==> src/hw/event_irq_map.vh <==
// Register offsets, field positions and reset values of the event flag block
`ifndef EVENT_IRQ_MAP_VH
`define EVENT_IRQ_MAP_VH

// Register offsets
`define EVT_FLAGS_ADDR       8'h00
`define EVT_MASK_ADDR        8'h01

// Field positions, shared by flag and mask registers
`define BIT_POWER_LOSS       7
`define BIT_WAKE             6
`define BIT_AUX_FAULT        5
`define BIT_LINE_FAULT       4
`define BIT_SUPPLY_WARN      3
`define BIT_SUPPLY_UV        2
`define BIT_UNUSED           1
`define BIT_OVERTEMP         0

// Position of the logic-supply lockout input in the synchronised vector
`define SYNC_LOGIC_UVLO      1
// Position of the external corruption input in the synchronised vector
`define SYNC_CORRUPT         7

// Reset values
`define EVT_FLAGS_RST        8'h80
`define EVT_MASK_RST         8'h00

// Implemented bits
`define EVT_FLAGS_USED       8'hfd
`define EVT_MASK_WMASK       8'h7d

// Width of the synchronised event vector, one bit per async cause
`define SYNC_WIDTH           8

`endif

==> src/hw/event_sync.v <==
// Two-stage synchroniser for the asynchronous event inputs
`timescale 1ns/1ps

`include "event_irq_map.vh"

module event_sync (
    input  wire                    i_mclk,
    input  wire                    i_rst,
    input  wire [`SYNC_WIDTH-1:0]  i_async,
    output reg  [`SYNC_WIDTH-1:0]  o_sync
);

    reg [`SYNC_WIDTH-1:0] meta_q;

    // First stage feeds only the second stage
    always @(posedge i_mclk or posedge i_rst) begin
        if (i_rst) begin
            meta_q <= {`SYNC_WIDTH{1'b0}};
            o_sync <= {`SYNC_WIDTH{1'b0}};
        end else begin
            meta_q <= i_async;
            o_sync <= meta_q;
        end
    end

endmodule

==> src/hw/event_flag_irq_logic.v <==
// Event flag register, interrupt mask register and active-low interrupt
//
// Operation
// - Unmasked set flag drives interrupt low
// - Flag read clears flags once cause gone
// - Power-loss flag reads 1 after reset
// - Logic supply lockout resets, sets power-loss
// - Register corruption sets power-loss flag
// - Power-loss flag is never masked
// - Bit 6 latches wake-up detection
// - Bit 5 latches auxiliary driver fault
// - Bit 4 latches line driver fault
// - Bit 3 latches field supply warning
// - Bit 2 only with regulator off, undervoltage
// - Undervoltage, regulator on: internal reset, sets power-loss
// - Bit 0 latches overtemperature warning
// - Set mask bit blocks that flag's interrupt
// - Mask never stops a flag latching
// - Mask bits share their flag's position
`timescale 1ns/1ps

`include "event_irq_map.vh"

module event_flag_irq_logic (
    input  wire        i_mclk,
    input  wire        i_rst,
    // Condition inputs from analog comparators, asynchronous
    input  wire        i_wake_det,
    input  wire        i_aux_fault,
    input  wire        i_line_fault,
    input  wire        i_supply_warn,
    input  wire        i_supply_uv,
    input  wire        i_overtemp,
    input  wire        i_logic_uvlo,
    input  wire        i_reg_corrupt,
    // Regulator disable from the mode register, same clock
    input  wire        i_regulator_off,
    // Register access port from the serial interface, same clock
    input  wire [7:0]  i_reg_addr,
    input  wire        i_reg_wr,
    input  wire        i_reg_rd,
    input  wire [7:0]  i_reg_wdata,
    output reg  [7:0]  o_reg_rdata,
    output reg         o_reg_ack,
    output reg         o_reg_err,
    // Interrupt and internal reset
    output reg         o_irq_n,
    output reg         o_int_rst,
    output reg  [7:0]  o_event_mask
);

    // Even parity of a byte
    function par8;
        input [7:0] v;
        begin
            par8 = ^v;
        end
    endfunction

    // Flags allowed onto the interrupt; power-loss has no mask
    function [7:0] irq_gate;
        input [7:0] flags;
        input [7:0] mask;
        reg   [7:0] en;
        begin
            en = ~(mask & `EVT_MASK_WMASK);
            en[`BIT_POWER_LOSS] = 1'b1;
            irq_gate = flags & en & `EVT_FLAGS_USED;
        end
    endfunction

    // Address decode of one register
    function hit;
        input [7:0] addr;
        input [7:0] offset;
        begin
            hit = (addr == offset);
        end
    endfunction

    wire [`SYNC_WIDTH-1:0] async_vec;
    wire [`SYNC_WIDTH-1:0] sync_vec;

    assign async_vec = {i_reg_corrupt,
                        i_wake_det,
                        i_aux_fault,
                        i_line_fault,
                        i_supply_warn,
                        i_supply_uv,
                        i_logic_uvlo,
                        i_overtemp};

    event_sync u_sync (
        .i_mclk  (i_mclk),
        .i_rst   (i_rst),
        .i_async (async_vec),
        .o_sync  (sync_vec)
    );

    reg  [7:0] flags_q;
    reg  [7:0] flags_d;
    reg  [7:0] mask_q;
    reg  [7:0] mask_d;
    reg        mask_par_q;
    reg        mask_par_d;
    reg  [7:0] set_vec;
    reg  [7:0] clr_vec;
    reg        uv_reset;
    reg        supply_reset;
    reg        mask_bad;
    reg        flag_rd;
    reg        mask_wr;
    reg        mapped;
    reg  [7:0] rdata_d;

    // Event set vector, independent of the mask
    always @* begin
        set_vec = 8'h00;
        set_vec[`BIT_WAKE]        = sync_vec[`BIT_WAKE];
        set_vec[`BIT_AUX_FAULT]   = sync_vec[`BIT_AUX_FAULT];
        set_vec[`BIT_LINE_FAULT]  = sync_vec[`BIT_LINE_FAULT];
        set_vec[`BIT_SUPPLY_WARN] = sync_vec[`BIT_SUPPLY_WARN];
        set_vec[`BIT_SUPPLY_UV]   = sync_vec[`BIT_SUPPLY_UV] &
                                    i_regulator_off;
        set_vec[`BIT_OVERTEMP]    = sync_vec[`BIT_OVERTEMP];
        // Mask held in flops can be upset; a parity slip counts as corrupt
        mask_bad = (par8(mask_q) != mask_par_q);
        set_vec[`BIT_POWER_LOSS]  = sync_vec[`SYNC_CORRUPT] |
                                    mask_bad;
    end

    // Register resets from the supplies act like a power-up reset
    always @* begin
        uv_reset     = sync_vec[`BIT_SUPPLY_UV] & ~i_regulator_off;
        supply_reset = uv_reset | sync_vec[`SYNC_LOGIC_UVLO];
    end

    // Access decode
    always @* begin
        flag_rd = i_reg_rd & hit(i_reg_addr, `EVT_FLAGS_ADDR);
        mask_wr = i_reg_wr & hit(i_reg_addr, `EVT_MASK_ADDR);
        mapped  = hit(i_reg_addr, `EVT_FLAGS_ADDR) |
                  hit(i_reg_addr, `EVT_MASK_ADDR);
    end

    // Flag update: a condition that persists sets again over the clear
    always @* begin
        clr_vec = flag_rd ? 8'hff : 8'h00;
        flags_d = ((flags_q & ~clr_vec) | set_vec) &
                  `EVT_FLAGS_USED;
        if (supply_reset) begin
            flags_d = `EVT_FLAGS_RST;
        end
    end

    // Mask update
    always @* begin
        mask_d = mask_q;
        if (mask_wr) begin
            mask_d = i_reg_wdata & `EVT_MASK_WMASK;
        end
        if (supply_reset || mask_bad) begin
            // A corrupted mask returns to its reset value
            mask_d = `EVT_MASK_RST;
        end
        mask_par_d = par8(mask_d);
    end

    // Read data mux; the flag value returned is the one before the clear
    always @* begin
        rdata_d = 8'h00;
        if (hit(i_reg_addr, `EVT_FLAGS_ADDR)) begin
            rdata_d = flags_q & `EVT_FLAGS_USED;
        end else if (hit(i_reg_addr, `EVT_MASK_ADDR)) begin
            rdata_d = mask_q & `EVT_MASK_WMASK;
        end
    end

    always @(posedge i_mclk or posedge i_rst) begin
        if (i_rst) begin
            flags_q    <= `EVT_FLAGS_RST;
            mask_q     <= `EVT_MASK_RST;
            mask_par_q <= 1'b0;
        end else begin
            flags_q    <= flags_d;
            mask_q     <= mask_d;
            mask_par_q <= mask_par_d;
        end
    end

    // Outputs are registered; the interrupt follows the next flag state
    // so it changes on the same edge as the flags it reflects
    always @(posedge i_mclk or posedge i_rst) begin
        if (i_rst) begin
            o_irq_n      <= 1'b0;
            o_int_rst    <= 1'b0;
            o_event_mask <= `EVT_MASK_RST;
            o_reg_rdata  <= 8'h00;
            o_reg_ack    <= 1'b0;
            o_reg_err    <= 1'b0;
        end else begin
            o_irq_n      <= ~|irq_gate(flags_d, mask_d);
            o_int_rst    <= uv_reset;
            o_event_mask <= mask_d;
            o_reg_ack    <= i_reg_rd | i_reg_wr;
            o_reg_err    <= (i_reg_rd | i_reg_wr) & ~mapped;
            if (i_reg_rd) begin
                o_reg_rdata <= rdata_d;
            end
        end
    end

endmodule

==> config.mk <==
export PLATFORM = sky130hd
export DESIGN_NAME = event_flag_irq_logic
export DESIGN_NICKNAME = d
export VERILOG_FILES = /design/src/hw/event_sync.v /design/src/hw/event_flag_irq_logic.v
export VERILOG_INCLUDE_DIRS = /design/src /design/src/hw
export SDC_FILE = /design/constraint.sdc
export NUM_CORES = 1
export LEC_CHECK = 0
export ABC_AREA = 1
export BUFFER_PORTS_ARGS = -buffer_cell sky130_fd_sc_hd__buf_2
export CORE_ASPECT_RATIO = 1.75
export CORE_MARGIN = 2
export CORE_UTILIZATION = 53
export DETAILED_ROUTE_END_ITERATION = 12
export HOLD_SLACK_MARGIN = 0.1
export PLACE_DENSITY = 0.91
export SETUP_SLACK_MARGIN = 0.05
export SYNTH_ARGS = -nofsm -noshare
export SYNTH_HDL_FRONTEND = slang
export SYNTH_SLANG_ARGS = --single-unit
==> constraint.sdc <==
create_clock -name i_mclk -period 3.5 [get_ports i_mclk]
set_input_delay 0.525 -clock i_mclk [delete_from_list [all_inputs] [get_ports i_mclk]]
set_output_delay 0.525 -clock i_mclk [all_outputs]
set_load 0.02 [all_outputs]
==> results of run 1 <==
-- worst max-delay path, stage by stage, from the launching register on --
cell and delay [ns]:
dfrtp_1 0.45, inv_2 0.07, nand2_1 0.08, nand2_1 0.09, nand2_1 0.08, nand2_1 0.06
nand2_2 0.07, nand2_1 0.06, nand2_2 0.11, nand3_4 0.16, inv_2 0.15, nand2_1 0.08
nand2_1 0.07, nand2_1 0.06, nand2_1 0.06, nand2_1 0.04, nand2_1 0.05, nand2_1 0.05
-- registers in the layout, summed over array words and instances (netlist names) --
signal	count
u_sync.o_sync	8
u_sync.meta_q	8
mask_q	8
o_reg_err	1
flags_q	7
o_reg_ack	1
o_irq_n	1
o_int_rst	1
mask_par_q	1
o_reg_rdata	7
-- Yosys cell counts (2+ instances only) --
cell,count,area [um2]
a21oi_1,9,45.04
dfrtp_1,42,1051
inv_1,22,82.58
inv_2,6,22.52
nand2_1,99,371.6
nand2_2,4,25.02
nand3_1,6,30.03
nand4_1,3,18.77
nor2_1,18,67.56
nor2_2,7,43.79
nor3_1,2,10.01
o211ai_1,6,45.04
o21ai_0,2,10.01
o21ai_2,3,26.28
-- routing by layer --
| layer | GRT usage (%) | part of all wire [%] |
|---|---|---|
| met5 | 0 | 0 |
| met2 | 39.52 | 53 |
| met4 | 14.65 | 4.8 |
| met3 | 2.313 | 4.3 |
| met1 | 23.83 | 37 |
-- stage by stage --
step	power (mW)	hold slack [ns]	utilization (%)
3_5_place_dp	0.5846	0.3362	62.00
3_3_place_gp	0.5818	0.3313	62.00
5_1_grt	0.9978	0.3206	65.20
4_1_cts	0.9688	0.3224	65.20
2_1_floorplan	0.5586	0.3312	-
6_report	0.9655	0.3290	65.20
-- layout by cell type, fill, tap and decap left out, types with 2 or more instances in the layout --
| cell type | n |
|---|---|
| o21ai_0 | 2 |
| o21ai_2 | 3 |
| inv_1 | 22 |
| nor2_1 | 18 |
| nand2_1 | 99 |
| o211ai_1 | 6 |
| clkbuf_8 | 5 |
| buf_2 | 45 |
| nor3_1 | 2 |
| inv_2 | 6 |
| nand4_1 | 3 |
| a21oi_1 | 9 |
| nand2_2 | 4 |
| dfrtp_1 | 42 |
| nor2_2 | 7 |
| nand3_1 | 6 |
-- area by class of cell --
cell class	count	share of cell area, %
Clock buffer	5	2.938
Tap cell	46	2.457
Multi-Input combinational cell	166	32.21
Inverter	28	4.487
Sequential cell	43	45.99
Timing Repair Buffer	46	9.936
Clock inverter	3	1.976
-- kinds of logic after synthesis --
logic type,after synthesis,share of synthesized area (%)
AOI/OAI and AO/OA,21,6.910
buffers and inverters,30,6.334
DFF,43,55.09
other,1,0.1918
and+or+nand+nor,144,31.48
-- worst max path at each step --
stage                                       to
after floorplan           mask_par_q$_DFF_PP0_
after global placement    mask_par_q$_DFF_PP0_
after detailed placement  mask_par_q$_DFF_PP0_
after CTS                 mask_par_q$_DFF_PP0_
after global routing      mask_par_q$_DFF_PP0_
final                     mask_par_q$_DFF_PP0_
-- power groups by stage --
stage	Sequential (mW)	Clock, mW	Combinational [mW]
2_1_floorplan	0.529	0	0.0298
3_3_place_gp	0.527	0	0.0551
3_5_place_dp	0.528	0	0.0571
4_1_cts	0.518	0.393	0.0578
5_1_grt	0.520	0.414	0.0646
6_report	0.518	0.391	0.0571
==> metrics.txt, run 1 <==
setup TNS=0 ns; post-cts resize count=0; worst r2r dst=mask_par_q$_DFF_PP0_; fillers=275; largest net degree at the start of global routing=44; Worst Tran Pin Value=0.5206 ns; leakage power=1.264 nW; Vias/cell=5.000; internal power=747.4 uW; Async S/R FF share, synth=100.0%; Reg clk slew, reported paths=0.09 ns; hold depth=1; kind of end point of the critical path=flip-flop; share of layout cells above drive strength 1=26.80%; final worst path period share=54.81%; final setup fails=0; number of diodes=0; cts bufs inserted=5; row count=29; hold_sp=i_wake_det; #FFs+latches synth=43; Setup Crit Path Kind=reg -> reg; crit start category=flip-flop; FMAX=521.3 MHz; hold buffers post-CTS=0; Avg WL per Cell=12.07 um; Seq pwr share=53.6%; DR vias=1,685; Root Buffer=clkbuf_8; Horiz. Die Dim=49.92 um; Comb power frac=5.9%; io pins=49; Sw Pwr=218.0 uW; worst-case clock buffer depth=2; FF/Latch Area=1077 um2; port buffer count=45; Core ar.=3592 um2; sequential element share of the synthesized area=55.09%; Max IR drop VDD=339.1 uV; Layout Cells excl Fill=337; first-pass GRT wire length=7.100 mm; Clock Sinks=43; Area Overhead vs Synth=19.77%; final hold vios=0; clk_lat worst skew=0.30 ns; router iterations before antenna repair=4; Min-Delay Path Class=in -> reg; total number of yosys warnings=0; ys flop type=dfrtp_1; switching share of power=22.58%; Post-Syn Area per Cell=8.183 um2; Gate Count Post-Synth=239; CTS HTree Levels=2; crit path launch=mask_q[3]$_DFF_PP0_; max-cap viol count=0; DP HPWL=3.007 mm; RSZ-0062 raised after global routing=false; multi-input logic area=754.5 um2; die area=4211 um2; Post-Syn Area=1956 um2; Die Y=84.36 um; gr usage total=22.10%; Reg2Reg Depth=17; flop2flop setup slack=1.58 ns; antenna violations before repair=0; clock skew=0.005623 ns; RR Startpoint=mask_q[3]$_DFF_PP0_; Clock power frac=40.5%; 1st-iter DRT viols=32; Yosys cell types=24; Slew Limit Fails=0; worst rel slew slack=65.29%; DRT Wirelength=4.068 mm; EDFF count, synth=0; number of global-route vias before repair=1,675; post-CTS setup buffers=0; CP Data Required Time=3.69 ns; synthesized netlist net count=268; placed insts=329; outcome=finished clean; post-route setup slack=1.582 ns; grt ovf=0; Final Wtd Congestion=0.7994; Pwr per Cell Area=412.2 nW/um2; final instance area=2342 um2; Crit path arrival time=2.11 ns; net count reported at finish=319; Final ANT Viol Nets=0; Min Clock Period, post-route=1.918 ns; crit-path max FO=10; CTS tree=built; WHS Endpoint=u_sync.meta_q[6]$_DFF_PP0_; Initial Util=54.44%; DP Area=2227 um2; Post-route DRC=0; dpl ws=1.293 ns
Note: power is estimated with default switching activity, not from simulation.
==> run 2, diff against run 1 <==
Settings changed: CORE_UTILIZATION 53 to 47, PLACE_DENSITY 0.91 to 0.86.
Clock period 3.5 ns to 1.6 ns, I/O delays scaled along.
==> run 2 against run 1 <==
- the run now ends with negative setup slack left
- setup slack got worse by 1.9 ns
- die area rose by 12%
- register-to-register slack got worse by 1.9 ns
- first-iteration DRC count rose by 91%
- total power rose by 130%
- utilization rose by 6.2 points
- highest routed layer unchanged
- maximum frequency fell by 2.3%
- sequential power rose by 120%
- sequential share of layout area fell by 8.6 points
- global-route usage rose by 1.5 points
- count of clock-buffer cells in the layout did not move
==> metrics.txt, run 2 (synthesized netlist as in run 1, its figures left out) <==
outcome=complete, but fails checks; failing checks=negative setup slack; share of layout cells above drive strength 1=44.06%; Top Registers=mask_q: 8 flops, u_sync.meta_q: 8 flops, u_sync.o_sync: 8 flops; worst rel slew slack=63.86%; clk_lat worst skew=0.30 ns; CP Data Required Time=1.83 ns; first-pass GRT wire length=8.079 mm; fillers=291; Max IR drop VDD=1029 uV; final setup fails=7; multi-input logic area=845.8 um2; final hold vios=0; DP Area=2479 um2; Min-Delay Path Class=in -> reg; net count reported at finish=373; grt ovf=0; most common cell after layout, fill and taps aside=nand2_1; leading cell types in the layout, fill and taps excluded=85 x nand2_1, 45 x buf_2, 40 x buf_4; CP delay by family, top=simple AND/OR/NAND/NOR gates; Root Buffer=clkbuf_8; post-route setup slack=-0.3627 ns; Slew Limit Fails=0; max-cap viol count=0; Setup Crit Path Kind=reg -> reg; DP HPWL=3.342 mm; FMAX=509.5 MHz; crit-path max FO=4; flop2flop setup slack=-0.36 ns; number of diodes=0; Buffers & Inverters on Critical Path=2; RSZ-0062 raised after global routing=true; worst-case clock buffer depth=2; clock skew=0.006375 ns; max incr delay on CP=0.39 ns; antenna violations before repair=0; Final Wtd Congestion=0.8060; final worst path period share=122.7%; Critical-path top delay cell=dfrtp_2; Die Y=89.33 um; final instance area=2908 um2; Horiz. Die Dim=52.76 um; Post-route DRC=0; Crit path arrival time=2.20 ns; io pins=49; Final ANT Viol Nets=0; router iterations before antenna repair=4; Area Overhead vs Synth=48.69%; Clock Sinks=43; DR vias=2,021; Reg clk slew, reported paths=0.09 ns; Worst Tran Pin Value=0.5421 ns; row count=31; Core ar.=4073 um2; leakage power=1.525 nW; Pwr per Cell Area=754.9 nW/um2; gr usage total=23.61%; cts bufs inserted=5; Initial Util=48.02%; dpl ws=-0.2696 ns; DRT Wirelength=5.691 mm; Min Clock Period, post-route=1.963 ns; setup TNS=-1.003 ns; CP cell instances=inv_1 > nand2_1 > nand2_2 > nand2_1 > nand2_1 > nand2_2 > nand2_2 > nand2_4 > nand4_1 > buf_4 > nand2_1 > nand3_1 > nor2_1; most frequent CP cell=nand2_1; CTS HTree Levels=2; die area=4713 um2; CTS tree=built; Avg WL per Cell=14.44 um; number of global-route vias before repair=1,958; kind of end point of the critical path=flip-flop; Vias/cell=5.129; 1st-iter DRT viols=61; largest net degree at the start of global routing=44; FF/Latch Area=1087 um2; crit start category=flip-flop; port buffer count=45
[run 2: changes by cell type in the layout (fill, tap and decap cells not counted), moves of 2 or more]
cell,delta
inv_1,-4
inv_2,+3
nor2_2,-3
dfrtp_2,+8
dlygate4sd3_1,+10
nand2_2,+12
buf_4,+39
buf_6,+4
nor2_1,-2
nand2_4,+2
nand2_1,-14
nor2_4,+5
dfrtp_1,-8
[run 2: worst register-to-register path: cells and delay by family (launching register included)]
family        cells  cell delay, ns
simple gates     11            1.18
flops             1            0.39
buf+inv           2            0.32
[run 2: per-layer routing]
metal	track usage [%]	vias up	routed length, um
met2	42.61	117	2977
met5	0	-	0
met4	18.88	0	392
met3	3.344	30	294
met1	22.98	927	2027
li1	-	947	-
[run 2: report_power, final]
part           switching (mW)  total, mW  internal (mW)  leakage [nW]
Clock                   0.410      0.881          0.470        0.0548
Sequential             0.0128       1.13           1.12         0.532
Combinational           0.101      0.181         0.0803         0.938
Total                   0.524       2.20           1.67          1.53
[run 2: worst paths after layout]
check                                              to                  startpoint  depth (start not counted)
setup / recovery                    o_irq_n$_DFF_PP0_         mask_q[7]$_DFF_PP0_                         13
hold / removal                    o_reg_ack$_DFF_PP0_                    i_reg_rd                          2
hold reg to reg            u_sync.o_sync[5]$_DFF_PP0_  u_sync.meta_q[5]$_DFF_PP0_                          0
setup reg to reg                    o_irq_n$_DFF_PP0_         mask_q[7]$_DFF_PP0_                         13
max in group asynchronous         mask_q[0]$_DFF_PP0_                       i_rst                          4
min in group asynchronous         o_int_rst$_DFF_PP0_                       i_rst                          4
[run 2: layout make-up]
class	count	share of cell area (%)
clock inverters	3	1.592
clock buffers	5	2.367
multi-input cells	166	29.09
inverters	28	3.701
flip-flops and latches	43	37.39
well taps	49	2.108
repair buffers	100	23.75
[run 2: repair_timing]
action,4_1_cts,5_1_grt
hold buffers,10,0
buffers inserted,7,7
hold endpoints to repair,51,0
endpoints found under the setup margin,3,11
pin swaps,6,7
resized for setup,16,18
[run 2: stage by stage]
stage	instances	utilization (%)	hold WS, ns	total power [mW]
after floorplan	239	-	0.2714	1.222
after global placement	362	60.86	0.3322	1.290
after detailed placement	362	60.86	0.3347	1.297
after CTS	387	68.91	0.1983	2.176
after global routing	394	71.40	0.2157	2.256
final	394	71.40	0.1945	2.195
==> run 3, diff against run 2 <==
Settings changed: CORE_UTILIZATION 47 to 53, PLACE_DENSITY 0.86 to 0.9, SKIP_CTS_REPAIR_TIMING set to 1, SYNTH_HIERARCHICAL set to 1.
Clock period 1.6 ns to 2.35 ns, I/O delays scaled along.
==> run 3 against run 2 <==
- the run now ends clean
- utilization is 6.3 points lower
- synthesized cell count is 2.5% higher
- largest cell class unchanged
- largest power group unchanged
- routed wire length is 21% lower
- critical endpoint unchanged
==> metrics.txt, run 3 <==
gr usage total=20.87%; total number of yosys warnings=6; Yosys cell types=33; Slew Limit Fails=0; Post-Syn Area per Cell=8.809 um2; DR vias=1,735; Pwr per Cell Area=581.4 nW/um2; Top Registers=mask_q: 8 flops, u_sync/meta_q: 8 flops, u_sync/o_sync: 8 flops; Min Hold Slack=0.09924 ns; post-synthesis mux area share=0%; FMAX=511.4 MHz; CTS HTree Levels=2; CP Data Required Time=2.57 ns; fillers=318; Area Overhead vs Synth=17.80%; max-cap viol count=0; Max IR drop VDD=571.1 uV; DP Area=2421 um2; Gate Count Post-Synth=245; Avg WL per Cell=13.10 um; Post-Syn Area=2158 um2; Reg clk slew, reported paths=0.08 ns; clock skew=0.007692 ns; most frequent cells after synthesis=67 x nand2_1, 42 x dfrtp_1, 25 x inv_1; kind of end point of the critical path=flip-flop; largest family of logic cells by synthesized area=simple AND/OR/NAND/NOR gates; leading cell types in the layout, fill and taps excluded=67 x nand2_1, 45 x buf_2, 42 x dfrtp_1; placed insts=335; EDFF count, synth=0; crit-path max FO=8; final instance area=2542 um2; Clock Sinks=43; leakage power=1.391 nW; Final Wtd Congestion=0.7611; final core occ=65.13%; most common cell after layout, fill and taps aside=nand2_1; router iterations before antenna repair=4; final hold vios=0; post-synthesis simple-gate area fraction=35.19%; Worst Tran Pin Value=0.5381 ns; DRT Wirelength=4.492 mm; worst rel slew slack=64.09%; synthesized netlist net count=274; port buffer count=45; number of diodes=0; leading area contributor after synthesis=dfrtp_1; grt ovf=0; sequential element share of the synthesized area=49.91%; ys flop type=dfrtp_1; final setup fails=0; Async S/R FF share, synth=100.0%; Initial Util=55.29%; post-synth top area share=48.70%; outcome=finished clean; top-count cell post-synth=nand2_1; share of layout cells above drive strength 1=32.54%; largest net degree at the start of global routing=28; Synth area leaders=dfrtp_1 49%, nand2_1 12%, nand3_1 4.4%, inv_1 4.3%, nor2_1 4.0%; dpl ws=0.3926 ns; setup TNS=0 ns; number of global-route vias before repair=1,665; Core ar.=3904 um2; Horiz. Die Dim=52.24 um; first-pass GRT wire length=7.120 mm; post-route setup slack=0.3946 ns; Root Buffer=clkbuf_8; Crit path arrival time=2.18 ns; DP HPWL=3.487 mm; Min Clock Period, post-route=1.955 ns; Final ANT Viol Nets=0; row count=30; antenna violations before repair=0; #FFs+latches synth=43; Vias/cell=5.058; Post-route DRC=0; cts bufs inserted=5; worst-case clock buffer depth=2; Layout Cells excl Fill=343; die area=4619 um2; Adder-Cell Fraction of Synth Area=0%; Power Total=1.478 mW; final worst path period share=83.21%; Synth Area in XOR/XNOR=2.029%; 1st-iter DRT viols=44; RSZ-0062 raised after global routing=false; Synth Area in Compound Gates=5.333%; Setup Crit Path Kind=reg -> reg; clk_lat worst skew=0.29 ns; Die Y=88.42 um; CTS tree=built; Min-Delay Path Class=in -> async; net count reported at finish=323; crit start category=flip-flop; io pins=49
run 3: cell types whose count changed after synthesis, sizes merged, moves of 2 or more:
cell / delta
nand4: -2
nor2: +6
xnor2: +3
a21oi: +2
o211ai: -6
nand2: -22
buf: +2
nand3: +16
inv: +3
xor2: +2
nor3: -2
run 3: layout make-up:
cell class | instances | area [um2] | area share (%)
clock buffers | 6 | 82.58 | 3.248
clock inverters | 2 | 38.79 | 1.526
flip-flops and latches | 43 | 1077 | 42.37
well taps | 48 | 60.06 | 2.362
repair buffers | 47 | 240.2 | 9.449
inverters | 32 | 121.4 | 4.774
multi-input cells | 165 | 922.1 | 36.27
run 3: power breakdown:
group          switching (mW)  leakage, nW  internal (mW)  total [mW]
combinational          0.0687        0.785         0.0360       0.105
sequential            0.00900        0.544          0.764       0.773
clock                   0.251       0.0618          0.349       0.600
total                   0.329         1.39           1.15        1.48
run 3: path summary, 6_finish.rpt:
path / to / depth (start not counted) / from / slack [ns]
hold / removal: u_sync/o_sync[7]$_DFF_PP0_ / 2 / i_rst / 0.1
max in group asynchronous: u_sync/meta_q[1]$_DFF_PP0_ / 2 / i_rst / 1.89
setup / recovery: o_irq_n$_DFF_PP0_ / 13 / mask_q[0]$_DFF_PP0_ / 0.39
min in group i_mclk: u_sync/meta_q[7]$_DFF_PP0_ / 1 / i_reg_corrupt / 0.17
setup reg to reg: o_irq_n$_DFF_PP0_ / 13 / mask_q[0]$_DFF_PP0_ / 0.39
hold reg to reg: u_sync/o_sync[7]$_DFF_PP0_ / 0 / u_sync/meta_q[7]$_DFF_PP0_ / 0.34
run 3: cell families (layout without fill, tap and decap cells):
group / Yosys count / in the layout
buf+inv: 37 / 87
flops: 43 / 43
compound gates: 18 / 18
simple gates: 141 / 141
xor+xnor: 5 / 5
other cells: 1 / 1
run 3: routing by layer:
metal  wire length, um  part of all wire (%)  global-route usage, %  vias up
li1                  -                     -                      -      850
met1              1582                    35                  21.67      797
met2              2522                    56                  39.82       74
met3               250                   5.6                  2.872       14
met4               137                   3.0                  9.790        0
met5                 0                     0                      0        -
run 3: worst max-delay path: stages, from the launching register on:
cell and delay, ns:
dfrtp_1 0.46, nand2_1 0.12, inv_1 0.04, nor2_1 0.11, nand2_1 0.07, nand2_1 0.10
nand2_4 0.09, nand3_4 0.11, nand2_2 0.09, nor2_8 0.18, nand2_1 0.11, a21oi_1 0.17
nand3_1 0.12, nor2_1 0.11
